<file path="config.mk">
export PLATFORM = sky130hd
export DESIGN_NAME = dpb_host
export DESIGN_NICKNAME = d
export VERILOG_FILES = /design/src/hdl/dpb_pkg.sv /design/src/hdl/dpb_sync_if.sv /design/src/hdl/dpb_sync.sv /design/src/hdl/dpb_host.sv
export SDC_FILE = /design/constraint.sdc
export NUM_CORES = 1
export LEC_CHECK = 0
export ABC_AREA = 1
export BUFFER_PORTS_ARGS = -buffer_cell sky130_fd_sc_hd__buf_2
export CAP_MARGIN = 15
export CORE_ASPECT_RATIO = 0.75
export CORE_MARGIN = 4
export CORE_UTILIZATION = 30
export CTS_BUF_LIST = sky130_fd_sc_hd__clkbuf_16
export DETAILED_ROUTE_END_ITERATION = 12
export PLACE_DENSITY_LB_ADDON = 0.05
export SLEW_MARGIN = 30
export SYNTH_ARGS = -nofsm -noshare
export SYNTH_HDL_FRONTEND = slang
export SYNTH_HIERARCHICAL = 1
export SYNTH_SLANG_ARGS = --single-unit
</file>
<file path="constraint.sdc">
create_clock -name clk -period 2.5 [get_ports clk]
set_input_delay 0.25 -clock clk [delete_from_list [all_inputs] [get_ports clk]]
set_output_delay 0.25 -clock clk [all_outputs]
set_load 0.01 [all_outputs]
</file>
<file path="src/hdl/dpb_pkg.sv">
// Shared constants for the host-side port controller of a two-port memory.
// Assumes a 20 MHz system clock; all pin timing is counted in its cycles.
package dpb_pkg;
    localparam int CLK_PERIOD_NS        = 50;
    // Pin timing figures in ns
    localparam int WRITE_PULSE_MIN_NS   = 35;  // Slower grade least pulse
    localparam int WRITE_TO_FLOAT_NS    = 20;
    localparam int DATA_SETUP_NS        = 25;
    localparam int WRITE_HOLD_CONT_NS   = 25;
    localparam int WRITE_TO_DATA_NS     = 70;
    localparam int FLAG_CLEAR_NS        = 35;
    // Least times round up to whole cycles, never below one
    function automatic int cyc_up(input int ns);
        int c;
        c = (ns + CLK_PERIOD_NS - 1) / CLK_PERIOD_NS;
        return (c < 1) ? 1 : c;
    endfunction
    localparam int PULSE_WIDE_NS = (WRITE_TO_FLOAT_NS + DATA_SETUP_NS > WRITE_PULSE_MIN_NS)
                                 ? WRITE_TO_FLOAT_NS + DATA_SETUP_NS : WRITE_PULSE_MIN_NS;
    localparam int WP_CYC_OE_OFF   = cyc_up(WRITE_PULSE_MIN_NS);
    localparam int WP_CYC_OE_ON    = cyc_up(PULSE_WIDE_NS);
    localparam int HOLD_CYC        = cyc_up(WRITE_HOLD_CONT_NS);
    localparam int READ_WAIT_CYC   = cyc_up(WRITE_TO_DATA_NS);
    localparam int FLAG_WAIT_CYC   = cyc_up(FLAG_CLEAR_NS);
    localparam int SYNC_CYC        = 2;  // Two-flop lag on every pin input
    localparam int CNT_W           = 4;
    // Reset values of the pin drivers (all strobes idle high)
    localparam logic RST_STROBE    = 1'b1;

    typedef enum logic [2:0] {
        DPB_IDLE  = 3'b000,
        DPB_SETUP = 3'b001,
        DPB_PULSE = 3'b010,
        DPB_HOLD  = 3'b011,
        DPB_READ  = 3'b100,
        DPB_DONE  = 3'b101
    } dpb_state_e;
endpackage

</file>
<file path="src/hdl/dpb_sync_if.sv">
// Carrier for the synchronised pin inputs between sync stage and controller.
// Assumes both ends share one clock.
`timescale 1ns/1ps
interface dpb_sync_if #(parameter int DW = 16);
    logic [DW-1:0] data;
    logic          busy_n;
    logic          flag_n;
    modport src (output data, output busy_n, output flag_n);
    modport dst (input data, input busy_n, input flag_n);
endinterface

</file>
<file path="src/hdl/dpb_sync.sv">
// Two-flop synchronisers for the memory pins that enter the clock domain.
// Assumes the pins change freely with respect to clk.
`timescale 1ns/1ps
module dpb_sync #(
    parameter int DW = 16
) (
    // Clock and reset
    input  wire logic          clk,
    input  wire logic          rst_n,
    // Raw pins
    input  wire logic [DW-1:0] data_pin,
    input  wire logic          busy_pin_n,
    input  wire logic          flag_pin_n,
    // Synchronised side
    dpb_sync_if.src            out
);
    logic [DW+1:0] s1_q;
    logic [DW+1:0] s2_q;
    logic [DW+1:0] s1_d;
    logic [DW+1:0] s2_d;

    // First stage feeds only the second
    always_comb begin
        s1_d = {busy_pin_n, flag_pin_n, data_pin};
        s2_d = s1_q;
    end

    // Register both stages; idle level is high for strobes
    always_ff @(posedge clk or negedge rst_n) begin
        if (!rst_n) begin
            s1_q <= {2'b11, {DW{1'b0}}};
            s2_q <= {2'b11, {DW{1'b0}}};
        end else begin
            s1_q <= s1_d;
            s2_q <= s2_d;
        end
    end

    assign out.data   = s2_q[DW-1:0];
    assign out.flag_n = s2_q[DW];
    assign out.busy_n = s2_q[DW+1];
endmodule

</file>
<file path="src/hdl/dpb_host.sv">
// Host controller driving one port of an asynchronous two-port memory.
// Assumes the memory pins are wired directly; bus resolution is outside.
`timescale 1ns/1ps
// Overview of operation
// - Address moves only while write strobe and port select are both high.
// - Host drives no write data while memory outputs may still be on.
// - Write pulse stretched to float plus setup when output enable low.
// - Memory access: select low, flag select high, byte selects per lane.
// - After busy release, write is held at least the hold-after-contention time.
// - Flag access: port select high, flag select low.
module dpb_host
    import dpb_pkg::*;
#(
    parameter int AW = 13,
    parameter int DW = 16
) (
    // Clock and reset
    input  wire logic          clk,
    input  wire logic          rst_n,
    // User request
    input  wire logic          req,
    input  wire logic          req_write,
    input  wire logic          req_flag,
    input  wire logic [1:0]    req_lanes,
    input  wire logic [AW-1:0] req_addr,
    input  wire logic [DW-1:0] req_wdata,
    output logic               ack,
    output logic [DW-1:0]      rdata,
    output logic               irq_seen,
    // Memory pins
    output logic [AW-1:0]      mem_addr,
    output logic               port_select_n,
    output logic               flag_select_n,
    output logic               rw_n,
    output logic               out_enable_n,
    output logic               high_byte_select_n,
    output logic               low_byte_select_n,
    input  wire logic [DW-1:0] data_in,
    output logic [DW-1:0]      data_out,
    output logic               data_oe_n,
    input  wire logic          busy_in_n,
    input  wire logic          int_in_n
);
    // Refuse widths and counts the sequencer cannot serve
    if (AW < 1 || DW < 2 || DW % 2 != 0 || READ_WAIT_CYC + SYNC_CYC >= 2**CNT_W) begin : g_bad
        $error("dpb_host: unsupported widths");
    end

    dpb_sync_if #(.DW(DW)) syn ();

    dpb_sync #(.DW(DW)) u_sync (
        .clk        (clk),
        .rst_n      (rst_n),
        .data_pin   (data_in),
        .busy_pin_n (busy_in_n),
        .flag_pin_n (int_in_n),
        .out        (syn)
    );

    dpb_state_e          st_q, st_d;
    logic [CNT_W-1:0]    cnt_q, cnt_d;
    logic [AW-1:0]       addr_q, addr_d;
    logic                sel_q, sel_d, fsel_q, fsel_d, rw_q, rw_d, oe_q, oe_d;
    logic                hb_q, hb_d, lb_q, lb_d;
    logic [DW-1:0]       wd_q, wd_d, rd_q, rd_d;
    logic                doe_q, doe_d, ack_q, ack_d, irq_q, irq_d, wr_q, wr_d;

    // Sequencer: next pin and state values
    always_comb begin
        st_d   = st_q;
        cnt_d  = cnt_q;
        addr_d = addr_q;
        sel_d  = sel_q;
        fsel_d = fsel_q;
        rw_d   = rw_q;
        oe_d   = oe_q;
        hb_d   = hb_q;
        lb_d   = lb_q;
        wd_d   = wd_q;
        rd_d   = rd_q;
        doe_d  = doe_q;
        wr_d   = wr_q;
        ack_d  = 1'b0;
        irq_d  = ~syn.flag_n;
        case (st_q)
            DPB_IDLE: begin
                if (req) begin
                    // Port and flag selects, write strobe and output enable are all high here, address may move
                    addr_d = req_addr;
                    wd_d   = req_wdata;
                    wr_d   = req_write;
                    hb_d   = ~req_lanes[1];
                    lb_d   = ~req_lanes[0];
                    oe_d   = req_write;  // Outputs off for writes
                    st_d   = DPB_SETUP;
                end
            end
            DPB_SETUP: begin
                // Strobe and select fall on the same edge; outputs are already off, so memory data stays floating
                if (wr_q) begin
                    rw_d  = 1'b0;
                    doe_d = 1'b0;
                    cnt_d = CNT_W'(WP_CYC_OE_OFF);
                end else begin
                    // Data delay plus the synchroniser lag on the data pins
                    cnt_d = CNT_W'(READ_WAIT_CYC + SYNC_CYC);
                end
                if (req_flag) begin
                    fsel_d = 1'b0;
                end else begin
                    sel_d = 1'b0;
                end
                st_d = wr_q ? DPB_PULSE : DPB_READ;
            end
            DPB_PULSE: begin
                // Busy low holds the write open until it releases
                if (!syn.busy_n) begin
                    cnt_d = CNT_W'(HOLD_CYC);
                end else if (cnt_q > CNT_W'(1)) begin
                    cnt_d = cnt_q - CNT_W'(1);
                end else begin
                    st_d  = DPB_HOLD;
                    rw_d  = 1'b1;
                    sel_d = 1'b1;
                    fsel_d = 1'b1;
                end
            end
            DPB_HOLD: begin
                // Data held one cycle after strobes rise
                doe_d = 1'b1;
                st_d  = DPB_DONE;
            end
            DPB_READ: begin
                oe_d = 1'b0;
                // Wait on busy, then the data delay
                if (!syn.busy_n) begin
                    cnt_d = CNT_W'(READ_WAIT_CYC + SYNC_CYC);
                end else if (cnt_q > CNT_W'(1)) begin
                    cnt_d = cnt_q - CNT_W'(1);
                end else begin
                    rd_d   = syn.data;
                    sel_d  = 1'b1;
                    fsel_d = 1'b1;
                    oe_d   = 1'b1;
                    st_d   = DPB_DONE;
                end
            end
            DPB_DONE: begin
                ack_d = 1'b1;
                st_d  = DPB_IDLE;
            end
            default: st_d = DPB_IDLE;
        endcase
    end

    // Register everything
    always_ff @(posedge clk or negedge rst_n) begin
        if (!rst_n) begin
            st_q   <= DPB_IDLE;
            cnt_q  <= '0;
            addr_q <= '0;
            sel_q  <= RST_STROBE;
            fsel_q <= RST_STROBE;
            rw_q   <= RST_STROBE;
            oe_q   <= RST_STROBE;
            hb_q   <= RST_STROBE;
            lb_q   <= RST_STROBE;
            wd_q   <= '0;
            rd_q   <= '0;
            doe_q  <= RST_STROBE;
            wr_q   <= 1'b0;
            ack_q  <= 1'b0;
            irq_q  <= 1'b0;
        end else begin
            st_q   <= st_d;
            cnt_q  <= cnt_d;
            addr_q <= addr_d;
            sel_q  <= sel_d;
            fsel_q <= fsel_d;
            rw_q   <= rw_d;
            oe_q   <= oe_d;
            hb_q   <= hb_d;
            lb_q   <= lb_d;
            wd_q   <= wd_d;
            rd_q   <= rd_d;
            doe_q  <= doe_d;
            wr_q   <= wr_d;
            ack_q  <= ack_d;
            irq_q  <= irq_d;
        end
    end

    // Pins straight from flops
    assign mem_addr           = addr_q;
    assign port_select_n      = sel_q;
    assign flag_select_n      = fsel_q;
    assign rw_n               = rw_q;
    assign out_enable_n       = oe_q;
    assign high_byte_select_n = hb_q;
    assign low_byte_select_n  = lb_q;
    assign data_out           = wd_q;
    assign data_oe_n          = doe_q;
    assign ack                = ack_q;
    assign rdata              = rd_q;
    assign irq_seen           = irq_q;

    a_addr_stable: assert property (@(posedge clk) disable iff (!rst_n)
        $changed(addr_q) |-> $past(rw_q) && $past(sel_q))
        else $error("address moved during access");
    a_write_overlap: assert property (@(posedge clk) disable iff (!rst_n)
        (!rw_q && !sel_q) |-> st_q == DPB_PULSE || st_q == DPB_HOLD)
        else $error("write overlap outside pulse");
    a_sel_after_rw: assert property (@(posedge clk) disable iff (!rst_n)
        $fell(sel_q) && wr_q |-> !rw_q)
        else $error("select fell before write strobe");
    a_no_drive_oe: assert property (@(posedge clk) disable iff (!rst_n)
        !doe_q |-> oe_q)
        else $error("data driven while outputs on");
    a_pulse_width: assert property (@(posedge clk) disable iff (!rst_n)
        $fell(rw_q) |-> cnt_q == CNT_W'(oe_q ? WP_CYC_OE_OFF : WP_CYC_OE_ON))
        else $error("write pulse too short");
    a_flag_access: assert property (@(posedge clk) disable iff (!rst_n)
        !fsel_q |-> sel_q)
        else $error("flag and memory select together");
    a_busy_hold: assert property (@(posedge clk) disable iff (!rst_n)
        st_q == DPB_PULSE && !syn.busy_n |=> st_q == DPB_PULSE && !rw_q)
        else $error("write not held after busy");
    a_read_wait: assert property (@(posedge clk) disable iff (!rst_n)
        $fell(sel_q) && !wr_q |-> !sel_q [*4])
        else $error("read ended too early");
endmodule

</file>
# [Yosys cells after proc, flatten, opt, wreduce, memory -nomap -nowiden]
# Index checks and enable logic that the tools add are counted.
# W data, S select, Z words.
[totals] romBits=0 out_inout_bits=54 memories=0 regBits=98 latch_bits=0 ram_bits=0
[op_classes] div=0 eq_ne=15 n_lt_le_gt_ge=1 shift=0 n_addsub=1 n_bitwise=4 reduce_logical=15 n_mux=26 multipliers=0
[ops] op="$mux W3" n=7
[ops] op="$pmux W3 S5" n=1
[ops] op="$ne A2 B2 Y1 const B" n=7
[ops] op="$mux W4" n=3
[ops] op="$pmux W4 S3" n=1
[ops] op="$reduce_and A4 Y1" n=3
[ops] op="$pmux W1 S2" n=5
[ops] op="$mux W1" n=9
[ops] op="$reduce_bool A2 Y1" n=4
[ops] op="$eq A3 B2 Y1 const B" n=2
[ops] op="$eq A3 B3 Y1 const B" n=2
[ops] op="$ne A2 B1 Y1 const B" n=3
[ops] op="$reduce_and A2 Y1" n=3
[ops] op="$reduce_and A5 Y1" n=1
[ops] op="$gt A4 B1 Y1 const B" n=1
[ops] op="$not A1 Y1" n=4
[ops] op="$sub A4 B1 Y4 const B" n=1
[ops] op="$eq A3 B1 Y1 const B" n=1
[ops] op="$logic_not A3 Y1" n=1
[ops] op="$reduce_and A3 Y1" n=1
[ops] op="$reduce_bool A3 Y1" n=1
[ops] op="$reduce_or A2 Y1" n=1

# [Longest topological paths before layout]
[depth] depth_word=4 depth_mapped=9

# [Hierarchy]
# The synthesis kept the hierarchy.
[modules_own_cells] module="dpb_host" seq_area_each_um2=1560.2 n_inst=1 area_each_um2=2600.0 cells_per_inst=294
[modules_own_cells] module="dpb_sync" seq_area_each_um2=905.9 n_inst=1 area_each_um2=905.9 cells_per_inst=36

# [Worst setup path after synthesis]
# Ideal clock, no wire load.
[synth_timing] path_kind="register to register" from="register cnt_q[0]" to="register rd_q[10], in the netlist rdata[10]" slack_ps=1038 path_stages_with_launch=10 t_required_ps=2384 setup_time_ps=116 t_arrival_ps=1345 path_cell_list="dfrtp_1 inv_1 ha_1 o21ai_4 nor2_4 nand2_4 inv_6 buf_8 nand2_1 nand2_1"
[synth_between] elab_chain_cells=3
[synth_rtl] element="start: declaration" line="dpb_host.sv:61" rtl="logic [CNT_W-1:0] cnt_q, cnt_d;"
[synth_rtl] element="start signal: assignment" line="dpb_host.sv:176" rtl="cnt_q <= cnt_d;"
[synth_rtl] element="$gt A4 B1 Y1" line="dpb_host.sv:138" rtl="end else if (cnt_q > CNT_W'(1)) begin"
[synth_rtl] element="$not A1 Y1 (no line)"
[synth_rtl] element="$reduce_and A3 Y1 (no line)"
[synth_rtl] element="end signal: assignment" line="dpb_host.sv:185" rtl="rd_q <= rd_d;"
[synth_rtl] element="end: declaration" line="dpb_host.sv:65" rtl="logic [DW-1:0] wd_q, wd_d, rd_q, rd_d;"
# Every way passes these cells.
# A chain may end at the register's enable or synchronous reset.

# [Worst setup path in the final report]
[layout_timing] from="register cnt_q[0]" to="register rd_q[1], in the netlist rdata[1]"
# The elaborated chain is that of the path after synthesis.

==> qor.txt <==
Status -> finished, final reports clean
Sum Neg Setup Slack -> 0 ns
Worst-path cell chain -> inv_1, ha_1, o21ai_4, nor2_4, nand2_4, inv_6, nand2_1, nand2_1
Avg Cell Area, Syn -> 10.62 um2
Via count -> 2544
Syn Nets -> 386
Most used cell, CP -> nand2_1
Clock sinks -> 98
CTS max path bufs -> 2
DRC Markers -> 0
VDD IR max -> 0.0004257 V
Worst R2R Setup Slack -> 0.83 ns
Critical path class -> reg -> reg
CP Launch Type -> register
Number of CTS-inserted buffers -> 9
# rows -> 33
Inst Count DP -> 588
Crit end category -> register
Gate Count Post-Synth -> 330
MaxCap Viol Count -> 0
PostCTS Resize Cnt -> 0
Hold path startpoint -> data_in[2]
Core Area -> 0.01119 mm2
R2R cell count -> 8
Most common cell after layout, fill and taps aside -> nand2_1
Port Buffers -> 107
Worst Path Required -> 2.73 ns
Relative slew margins -> 0.6204
Register area share after synthesis -> 0.7034
Die area -> 0.01350 mm2
Most frequent cells in the layout -> nand2_1, buf_2, dfrtp_1, inv_1, dlygate4sd3_1
Total Routing Usage GR -> 0.1240
Clk_lat worst skew -> 0.34 ns
First-pass GRT wire length -> 13000 um
RSZ-0062 raised after global routing -> false
Worst r2r dst -> rdata[1]
Pre-Repair DR Iteration Count -> 4
Antenna cells -> 0
Fmax achieved -> 598.3 MHz
Crit-path max FO -> 18
Hold crit path type -> in -> reg
H-tree Lvls -> 3
Fin. Hold Viols -> 0
Hold Path End -> u_sync/s1_q[2]
Layout Nets -> 511
WL final -> 7876 um
Worst-Margin Slew -> 0.5694 ns
Routability cong. -> 0.7281
Largest net degree at the start of global routing -> 56
Reg2reg start -> cnt_q[0]
Worst-case clock skew -> 0.006303 ns
Reg clk slew, reported paths -> 0.07 ns
Vias in the first global route -> 2659
Power per standard cell area -> 1221 mW/mm2
# setup viols final -> 0
Final Cycle Share -> 0.6685
CP arrival -> 1.90 ns
Minimum clock period -> 1.671 ns
Iteration-0 DRC Markers -> 96
Non-filler cells in the finished layout -> 617
Synth Register Bits -> 98
Slew Viols, Final -> 0
Initial core utilization -> 0.3133
Clock Root Buffer -> clkbuf_16
Post-CTS Setup Inserts -> 0
I/O pin count -> 108
Util after Layout -> 0.4171
Post-DP HPWL -> 5309 um
Yosys cell types -> 26
Post-route antenna net violation count -> 0
Avg WL per Cell -> 12.76 um
CP peak stage delay -> 0.39 ns
Layout cell share with drive strength beyond 1 -> 0.3239
Die height -> 101.6 um
Synth warn -> 6
Area grow syn2layout -> 33.12%
Vias per inst -> 4.123
Gr ovfl total -> 0
Hold path cells -> 1
Initial antenna violation count -> 0
Die X -> 132.8 um
Fillers -> 1100
CTS tree -> done
Leakage -> 2.517 nW
Mapped Area -> 0.003506 mm2
Critical-path top delay cell -> dfrtp_1
==> kinds of logic after synthesis <==
group	Yosys count	share of synthesized area
compound gates	18	0.03212
xor+xnor	1	0.002499
fa+ha+maj	2	0.007137
buf+inv	26	0.03569
flops	98	0.7034
simple gates	185	0.2191
==> how the worst max path moves through the flow <==
| stage | start | end | slack, ns | cells after the start |
|---|---|---|---|---|
| 6_report | cnt_q[0] | rdata[1] | 0.83 | 8 |
| 5_1_grt | cnt_q[0] | rdata[11] | 0.67 | 8 |
| 4_1_cts | cnt_q[0] | rdata[1] | 0.80 | 8 |
| 3_5_place_dp | cnt_q[0] | rdata[8] | 0.83 | 8 |
| 3_3_place_gp | cnt_q[0] | rdata[15] | 0.91 | 8 |
| 2_1_floorplan | cnt_q[0] | rdata[10] | 1.04 | 9 |
==> layer usage <==
layer / part of all wire / track usage / vias up / wire, um
met1: 0.50 / 0.1717 / 1191 / 3932
met4: 0.014 / 0.05511 / 0 / 107
met5: 0 / 0 / - / 0
met2: 0.42 / 0.1747 / 75 / 3309
met3: 0.067 / 0.04469 / 11 / 526
li1: - / - / 1267 / -
==> power breakdown <==
part	internal [mW]	switching (mW)
sequential	2.10	0.293
combinational	0.707	1.11
clock	0.879	0.602
total	3.69	2.01
==> worst max-delay path, delay by kind of cell (launching register included) <==
family,cells,cell delay [ns]
flops,1,0.39
fa+ha+maj,1,0.27
compound gates,1,0.28
simple gates,4,0.41
buf+inv,2,0.20
==> layout make-up <==
class	instances	area [um2]	area share
Tap cell	157	196.4	0.04209
Inverter	18	75.07	0.01609
Clock inverter	7	93.84	0.02011
Sequential cell	98	2466	0.5284
Timing Repair Buffer	122	695.7	0.1491
Multi-Input combinational cell	206	914.6	0.1960
Clock buffer	9	225.2	0.04826
==> Yosys cell counts <==
cell type / n / share of area
a21oi_1: 4 / 0.0057
o21ai_0: 7 / 0.010
o21ai_1: 1 / 0.0014
o211ai_1: 3 / 0.0064
dfstp_2: 11 / 0.082
dfrtp_1: 87 / 0.62
inv_6: 1 / 0.0025
inv_1: 14 / 0.015
a22oi_1: 1 / 0.0021
buf_2: 4 / 0.0057
nor2_4: 3 / 0.0096
inv_4: 1 / 0.0018
o22ai_1: 1 / 0.0018
clkbuf_1: 2 / 0.0021
nand2_1: 158 / 0.17
ha_1: 2 / 0.0071
nand3_4: 1 / 0.0050
xor2_1: 1 / 0.0025
buf_8: 1 / 0.0043
nand2_4: 2 / 0.0064
nand3_1: 12 / 0.017
o21ai_4: 1 / 0.0046
buf_4: 1 / 0.0021
nor2_1: 6 / 0.0064
nand2_2: 3 / 0.0054
inv_2: 2 / 0.0021
==> sequential cells by signal, indices dropped and copies added (netlist names), 3 cells and up <==
name / flops
st_q: 3
u_sync/s1_q: 18
mem_addr: 13
u_sync/s2_q: 18
data_out: 16
rdata: 16
cnt_q: 4
==> what timing repair did <==
action | in CTS | in global routing
hold endpoints to repair | 52 | 1
setup endpoints to repair | 0 | 0
hold buffers | 12 | 1
==> metrics by stage <==
step                      worst slack [ns]  cell area [um2]  power, mW  hold WS [ns]
after global placement              0.9090             4218      4.254        0.2913
after detailed placement            0.8294             4218      4.266        0.2901
after CTS                           0.8000             4657      5.807      0.001029
final                               0.8286             4667      5.698       0.01807
after global routing                0.6719             4667      6.139      0.001554
after floorplan                      1.038             3506      3.540      -0.04559
No activity file was read; power rests on OpenSTA's default activity.
